===== src/include/ocf_pkg.sv =====
// Package for the output code formatter: widths, codes and the result carrier
package ocf_pkg;
   localparam int  OCF_WIDTH      = 10;
   localparam int  OCF_MSB        = 9;
   localparam int  OCF_STEP_W     = 11;
   localparam logic [10:0] OCF_STEP_OVER = 11'h400;
   localparam logic [9:0]  OCF_CODE_TOP  = 10'h3ff;
   localparam logic [9:0]  OCF_CODE_ZERO = 10'h000;
   localparam logic [9:0]  OCF_LOW_MASK  = 10'h1ff;
   localparam logic [9:0]  OCF_MSB_MASK  = 10'h200;

   typedef enum logic [1:0] {
      OCF_OFFSET_BIN,
      OCF_INV_BIN,
      OCF_TWOS,
      OCF_INV_TWOS
   } ocf_coding_e;

   typedef struct packed {
      logic [9:0] word;
      logic       over;
   } ocf_result_s;
endpackage


===== src/rtl/ocf_formatter.sv =====
// Output code formatter of the 10-bit converter: strobe capture, coding, over-range flag
`timescale 1ns/1ns
module ocf_formatter
   import ocf_pkg::*;
(
   input  wire logic               clk,
   input  wire logic               sys_rst,
   input  wire logic               sample_strobe,
   input  wire logic [10:0]        sampled_step,
   input  wire logic               msb_flip_select,
   input  wire logic               low_bits_flip_select,
   output ocf_pkg::ocf_result_s    result,
   output logic                    result_valid
);
   import ocf_pkg::*;

   // Pins other than sys_rst sampled twice before any logic reads them
   logic [2:0]  strobe_sync_r;
   logic [10:0] step_s1_r;
   logic [10:0] step_s2_r;
   logic [1:0]  msb_sync_r;
   logic [1:0]  low_sync_r;
   ocf_result_s result_r;
   logic        valid_r;

   always_ff @(posedge clk)
   begin
      strobe_sync_r <= {strobe_sync_r[1:0], sample_strobe};
      step_s1_r     <= sampled_step;
      step_s2_r     <= step_s1_r;
      msb_sync_r    <= {msb_sync_r[0], msb_flip_select};
      low_sync_r    <= {low_sync_r[0], low_bits_flip_select};
   end

   wire strobe_rise = strobe_sync_r[1] & ~strobe_sync_r[2];

   wire over_range = (step_s2_r >= OCF_STEP_OVER);

   wire [9:0] offset_code = over_range ? OCF_CODE_TOP : step_s2_r[9:0];

   // Selection mask kept apart from the recoder so checks do not reuse it
   wire [9:0] sel_mask = (msb_sync_r[1] ? OCF_MSB_MASK : OCF_CODE_ZERO)
                       | (low_sync_r[1] ? OCF_LOW_MASK : OCF_CODE_ZERO);

   wire [9:0] coded_word;
   ocf_recode u_recode
   (
      .code_in  (offset_code),
      .msb_flip (msb_sync_r[1]),
      .low_flip (low_sync_r[1]),
      .code_out (coded_word)
   );

   // Coding mode, for visibility only; selects are static in use
   wire ocf_coding_e coding = ocf_coding_e'({msb_sync_r[1] ^ low_sync_r[1], low_sync_r[1]});

   ocf_result_s result_nxt;
   assign result_nxt.word = coded_word;
   assign result_nxt.over = over_range;

   // Reset only clears the output stage; the converter itself has none
   always_ff @(posedge clk)
   begin
      if (sys_rst)
      begin
         result_r <= '0;
         valid_r  <= 1'b0;
      end
      else
      begin
         valid_r <= strobe_rise;
         if (strobe_rise)
            result_r <= result_nxt;
      end
   end

   assign result       = result_r;
   assign result_valid = valid_r;
endmodule


===== src/rtl/ocf_recode.sv =====
// Combinational recoding of an offset binary code into the selected coding
`timescale 1ns/1ns
module ocf_recode
   import ocf_pkg::*;
(
   input  wire logic [9:0] code_in,
   input  wire logic       msb_flip,
   input  wire logic       low_flip,
   output logic      [9:0] code_out
);
   wire [9:0] flip_mask = (msb_flip ? OCF_MSB_MASK : OCF_CODE_ZERO)
                        | (low_flip ? OCF_LOW_MASK : OCF_CODE_ZERO);
   assign code_out = code_in ^ flip_mask;
endmodule


===== config.mk =====
export PLATFORM = sky130hd
export DESIGN_NAME = ocf_formatter
export DESIGN_NICKNAME = d
export VERILOG_FILES = /design/src/include/ocf_pkg.sv /design/src/rtl/ocf_formatter.sv /design/src/rtl/ocf_recode.sv
export SDC_FILE = /design/constraint.sdc
export NUM_CORES = 1
export LEC_CHECK = 0
export BUFFER_PORTS_ARGS = -buffer_cell sky130_fd_sc_hd__buf_2
export CORE_MARGIN = 4
export CORE_UTILIZATION = 52
export CTS_BUF_LIST = sky130_fd_sc_hd__clkbuf_4
export DETAILED_ROUTE_END_ITERATION = 8
export PLACE_DENSITY = 0.77
export SETUP_SLACK_MARGIN = 0.15
export SLEW_MARGIN = 30
export SYNTH_ARGS = -nofsm -noshare
export SYNTH_HDL_FRONTEND = slang
export SYNTH_SLANG_ARGS = --single-unit

===== constraint.sdc =====
create_clock -name clk -period 2.9 [get_ports clk]
set_clock_uncertainty 0.15 [all_clocks]
set_input_delay 0.29 -clock clk [delete_from_list [all_inputs] [get_ports clk]]
set_output_delay 0.29 -clock clk [all_outputs]
set_load 0.02 [all_outputs]

==> results.cfg, run 1 <==
[layout]
drive_gt1_frac = 0.365
final_common_cell = dfxtp_1
final_cell_mix = 41 x dfxtp_1, 27 x buf_2, 15 x dlygate4sd3_1
fin_nets = 141
num-fill-cells = 139
syn_to_final_growth_pct = 31.7
final_core_util = 0.748
n_antenna_cell = 0

[yosys]
ys_ff_latch = 41
ys_warn_count = 0
yosysUniqueCellTypes = 10
syn_area_um2 = 1150
synth_top_area_share = 0.715
synth_fp_nets = 95
synthCells = 79
syn_area_per_cell_um2 = 14.5
yosysTopAreaCell = dfxtp_1
ys_seq_area_frac = 0.715
synthTopCellsByArea = dfxtp_1 71%, a22o_1 7.6%, xnor2_1 7.6%, nor2_2 3.8%, buf_6 2.9%

[grt]
grt_pass1_vias = 575
grt_pass1_wl_mm = 2.25
grt_use_total = 0.113
grt_overflow = 0
grt_max_degree = 14
antenna_found_initial = 0

[floorplanning]
ios = 28
die_area_um2 = 3030
initial_core_util = 0.568
die_h_um = 55
coreArea_um2 = 2020
rows = 16
die_x_um = 55

[cts]
clock-sinks = 41
ctsRootBufferMaster = clkbuf_4
cts_setup_buffers = 0
cts_buffers = 5
path_clk_slew_ns = 0.11
htreeDepth = 2
cts_buffer_depth = 2
cts_tree = yes
clk_latency_ns = 0.32
cts_repair_resize_count = 0

[power_and_ir_drop]
p_comb_frac = 0.077
p_per_area_nw_per_um2 = 683
total_power_mw = 1.03
internal_power_uw = 820
switching_power_uw = 214
seqPwrFrac = 0.591
pwr-share-clk = 0.331
p_sw_frac = 0.207
power_leakage_nw = 0.659
vdd.ir_drop.worst_mv = 0.440

[place]
portBuffers = 27
hpwl_um = 981
gp_congestion = 0.695

[routing]
num_vias = 648
wl_per_cell_um = 9.18
drc = 0
drt-initial-drc-count = 4
antenna_left = 0
dr.pass1.iters = 4
routed_wl_mm = 1.40
viasPerCell = 4.24

[setup_path]
r2r_cells = 3
cp-start-kind = flip-flop
cp_num_buf_inv = 0
slowest_stage = dfxtp_1
r2r_start = step_s2_r[10]
crit_type = flip-flop to flip-flop
r2r_slack_ns = 1.42
cpLargestDelayFamily = flip-flops
crit_required_ns = 2.97
cp_cell_sequence = nor2_1 > xnor2_1 > a22o_1
worst-path-max-fanout = 11
reg2reg_to = result[1]
end_kind = flip-flop
cpPeakStageDelay_ns = 0.73
crit_arrival_ns = 1.56

[sta]
maxSlewViolCount = 0
fin_crit_sh = 0.511
finalSetupTns_ns = 0
rsz0062_at_grt = false
final-hold-violation-count = 0
max_freq_mhz = 674
finalSetupViolations = 0
slew_headroom = 0.593
fin_crit_ns = 1.48
worst_pin_slew_ns = 0.610
hold_ws_ns = 0.187

[run_status]
outcome = completed

[min_path]
hold_class = flip-flop to flip-flop
min_from = step_s1_r[5]
hold_depth = 0
min_to = step_s2_r[5]

[flow_run]
cap_viol_max_count = 0
==> synthesized netlist by cell type, drive strengths merged <==
cell,instances
buf,3
nor2b,1
and2b,1
mux2i,1
xnor2,10
nor2,12
a22o,10
dfxtp,41
==> routing by layer <==
metal / vias up / track usage / share of wire
met5: - / 0 / 0
met4: 0 / 0.117 / 0.034
met3: 6 / 0.0483 / 0.094
met2: 28 / 0.161 / 0.43
met1: 263 / 0.119 / 0.44
li1: 351 / - / -
==> worst register-to-register path: cells and delay by family (launching register included) <==
| family | cells | cell delay (ns) |
|---|---|---|
| flip-flops | 1 | 0.73 |
| AND/OR/NAND/NOR | 1 | 0.14 |
| AO/OA/AOI/OAI | 1 | 0.22 |
| XOR/XNOR | 1 | 0.15 |
==> per-stage QoR <==
stage	instance area, um2	worst slack (ns)	std cells
after floorplan	1150	1.78	79
after global placement	1280	1.48	130
after detailed placement	1280	1.41	130
after CTS	1510	1.40	153
after global routing	1510	1.34	153
final	1510	1.42	153
==> cell families after synthesis <==
family | after synthesis | share of synthesized area
muxes | 1 | 0.00871
buffers and inverters | 3 | 0.0294
xor gates and xnor gates | 10 | 0.0762
and+or+nand+nor | 14 | 0.0948
DFF | 41 | 0.715
AOI/OAI and AO/OA | 10 | 0.0762
==> what timing repair did <==
item / CTS / global route
hold buffers: 15 / 0
endpoints found under the hold margin: 15 / 0
endpoints found under the setup margin: 0 / 0
==> sequential cells by signal (all words and copies together), names as in the netlist <==
name	count
strobe_sync_r	3
result	11
low_sync_r	2
step_s2_r	11
result_valid	1
step_s1_r	11
msb_sync_r	2
==> worst max path at each step <==
| stage | from | end | slack [ns] | cells past startpoint |
|---|---|---|---|---|
| 3_3_place_gp | step_s2_r[10] | result[1] | 1.48 | 3 |
| 3_5_place_dp | step_s2_r[10] | result[1] | 1.41 | 3 |
| 2_1_floorplan | strobe_sync_r[1] | result[10] | 1.78 | 4 |
| 6_report | step_s2_r[10] | result[1] | 1.42 | 3 |
| 4_1_cts | step_s2_r[10] | result[1] | 1.40 | 3 |
| 5_1_grt | step_s2_r[10] | result[1] | 1.34 | 3 |
==> power groups by stage <==
stage          combinational, mW  clock (mW)  sequential, mW
6_report                  0.0800       0.342           0.611
5_1_grt                   0.0885       0.370           0.615
4_1_cts                   0.0805       0.352           0.612
3_3_place_gp              0.0643           0           0.624
3_5_place_dp              0.0653           0           0.625
2_1_floorplan             0.0409           0           0.629
==> cell type report <==
class	count	area, um2	area share
tap	27	33.8	0.0223
sequential	41	821	0.543
clock buffer	5	37.5	0.0248
timing repair buffer	42	285	0.189
clock inverter	3	41.3	0.0273
multi-input combinational	35	294	0.194
(Power assumes the default switching activity.)
==> inputs of run 2 (changes only) <==
--- a/config.mk
+++ b/config.mk
@@ -5,12 +5,13 @@
 export SDC_FILE = /design/constraint.sdc
 export NUM_CORES = 1
 export LEC_CHECK = 0
+export ABC_AREA = 1
 export BUFFER_PORTS_ARGS = -buffer_cell sky130_fd_sc_hd__buf_2
 export CORE_MARGIN = 4
-export CORE_UTILIZATION = 52
+export CORE_UTILIZATION = 49
 export CTS_BUF_LIST = sky130_fd_sc_hd__clkbuf_4
 export DETAILED_ROUTE_END_ITERATION = 8
-export PLACE_DENSITY = 0.77
+export PLACE_DENSITY = 0.75
 export SETUP_SLACK_MARGIN = 0.15
 export SLEW_MARGIN = 30
 export SYNTH_ARGS = -nofsm -noshare
==> constraint.sdc (replaced) <==
create_clock -name clk -period 1.3 [get_ports clk]
set_clock_uncertainty 0.15 [all_clocks]
set_input_delay 0.13 -clock clk [delete_from_list [all_inputs] [get_ports clk]]
set_output_delay 0.13 -clock clk [all_outputs]
set_load 0.02 [all_outputs]
==> results.cfg, run 2 <==
[sta]
max_freq_mhz = 867
hold_ws_ns = 0.187
finalSetupTns_ns = 0
fin_crit_ns = 1.15
finalSetupViolations = 0
fin_crit_sh = 0.887
finalWorstSetupSlack_ns = 0.146
slew_headroom = 0.800
maxSlewViolCount = 0
rsz0062_at_grt = true
worst_pin_slew_ns = 0.301
final-hold-violation-count = 0

[cts]
htreeDepth = 2
cts_buffer_depth = 2
cts_buffers = 5
ctsRootBufferMaster = clkbuf_4
clock-sinks = 41
clk_latency_ns = 0.36
cts_tree = yes
path_clk_slew_ns = 0.11

[floorplanning]
die_h_um = 59.5
ios = 28
die_area_um2 = 3540
initial_core_util = 0.520
die_x_um = 59.5
rows = 18
coreArea_um2 = 2500

[min_path]
hold_class = flip-flop to flip-flop
hold_depth = 0

[routing]
antenna_left = 0
num_vias = 953
drc = 0
wl_per_cell_um = 11.0
routed_wl_mm = 2.34
drt-initial-drc-count = 34
viasPerCell = 4.47
dr.pass1.iters = 4

[place]
gp_congestion = 0.922
dp_slack_ns = 0.0766
portBuffers = 27
hpwl_mm = 1.41
placed_cells = 189

[setup_path]
crit_required_ns = 1.42
end_kind = flip-flop
crit_arrival_ns = 1.28
cpPeakStageDelay_ns = 0.38
worst-path-max-fanout = 10
r2r_cells = 5
cp-start-kind = flip-flop
crit_type = flip-flop to flip-flop
slowest_stage = dfxtp_4
cp_cell_sequence = clkbuf_16 > o21ai_1 > nand3_1 > nand2_1 > inv_1

[power_and_ir_drop]
p_comb_frac = 0.109
power_leakage_nw = 0.836
seqPwrFrac = 0.554
switching_power_uw = 571
p_per_area_nw_per_um2 = 1380
vdd.ir_drop.worst_mv = 1.06
pwr-share-clk = 0.337
internal_power_mw = 1.90
p_sw_frac = 0.231

[yosys]
synthTopCellsByArea = dfxtp_1 63%, a21oi_2 6.1%, inv_1 5.8%, nand2_1 5.8%, nand3_1 3.9%
yosysTopAreaCell = dfxtp_1
synth_top_area_share = 0.632
ys_warn_count = 0
ys_ff_latch = 41
synthCells = 135
synth_edf_count = 0
yosysUniqueCellTypes = 14
synth.most_common_cell = dfxtp_1
synthArstFlopShare = 0
synth_fp_nets = 151
ys_dominant_reg_cell = dfxtp_1
syn_area_um2 = 1300
syn_area_per_cell_um2 = 9.62
ys_seq_area_frac = 0.632
yosys-top-cells-count = 41 x dfxtp_1, 20 x inv_1, 20 x nand2_1

[grt]
grt_max_degree = 22
grt_pass1_wl_mm = 3.74
grt_pass1_vias = 888
antenna_found_initial = 0
grt_overflow = 0
grt_use_total = 0.150

[layout]
fin_nets = 198
drive_gt1_frac = 0.399
num-fill-cells = 194
fin_cells = 213
multiInputGateArea_um2 = 352
final_cell_mix = 28 x dfxtp_1, 20 x nand2_1, 20 x inv_1
n_antenna_cell = 0
final_common_cell = dfxtp_1
seqCellArea_um2 = 842
syn_to_final_growth_pct = 37.9

[flow_run]
cap_viol_max_count = 0

[run_status]
outcome = completed
[run 2: cell types whose count changed in the layout (fill, tap and decap cells not counted), sizes merged, moves of 3 or more]
cell   delta
buf       +3
o21ai     +9
inv      +23
xnor2    -10
nand3    +10
a21oi    +11
nand2    +23
a22o     -10
[run 2: worst paths after layout]
path / startpoint / endpoint / slack [ns]
min reg2reg: step_s1_r[10] / step_s2_r[10] / 0.19
min: step_s1_r[10] / step_s2_r[10] / 0.19
max: step_s2_r[10] / result[8] / 0.15
max reg2reg: step_s2_r[10] / result[8] / 0.15
[run 2: metrics by stage]
step | area, um2 | utilization | total power, mW
after global routing | 1790 | 0.716 | 2.56
final | 1790 | 0.716 | 2.47
after detailed placement | 1430 | 0.574 | 1.58
after CTS | 1700 | 0.679 | 2.45
after global placement | 1430 | 0.574 | 1.57
after floorplan | 1300 | - | 1.53
[run 2: kinds of logic (layout without fill, tap and decap cells)]
kind of cell / count (synthesis) / in the layout / share of synthesized area
simple gates: 44 / 44 / 0.146
flops: 41 / 41 / 0.632
compound gates: 21 / 21 / 0.109
buf+inv: 29 / 77 / 0.113
[run 2: metal layers]
| metal | up-vias | wire length [um] | track usage | part of all wire |
|---|---|---|---|---|
| met4 | 0 | 80 | 0.0971 | 0.034 |
| li1 | 508 | - | - | - |
| met2 | 30 | 1160 | 0.240 | 0.50 |
| met5 | - | 0 | 0 | 0 |
| met1 | 406 | 941 | 0.155 | 0.40 |
| met3 | 9 | 157 | 0.0719 | 0.067 |
[run 2: area by class of cell]
| cell class | instances | share of cell area |
|---|---|---|
| repair buffers | 46 | 0.216 |
| multi-input cells | 65 | 0.196 |
| well taps | 30 | 0.0210 |
| inverters | 23 | 0.0496 |
| clock buffers | 6 | 0.0252 |
| clock inverters | 2 | 0.0217 |
| flip-flops and latches | 41 | 0.470 |
[run 2: timing repair]
action | in CTS | in global routing
pin swaps | 0 | 3
hold buffers | 15 | 0
endpoints found under the setup margin | 18 | 19
hold endpoints to repair | 16 | 0
buffers inserted | 0 | 0
resized for setup | 13 | 27
gates cloned | 0 | 1
[run 2: power groups by stage]
stage | clock network (mW) | registers, mW | logic (mW)
floorplan | 0 | 1.41 | 0.118
global placement | 0 | 1.38 | 0.189
finish | 0.833 | 1.37 | 0.268
global route | 0.890 | 1.38 | 0.296
CTS | 0.850 | 1.36 | 0.242
detailed placement | 0 | 1.39 | 0.195
[run 2: critical path: cells and delay by family (launching register included)]
kind | cells | cell delay, ns
DFF | 1 | 0.38
buffers and inverters | 2 | 0.19
and+or+nand+nor | 2 | 0.18
AOI/OAI and AO/OA | 1 | 0.16
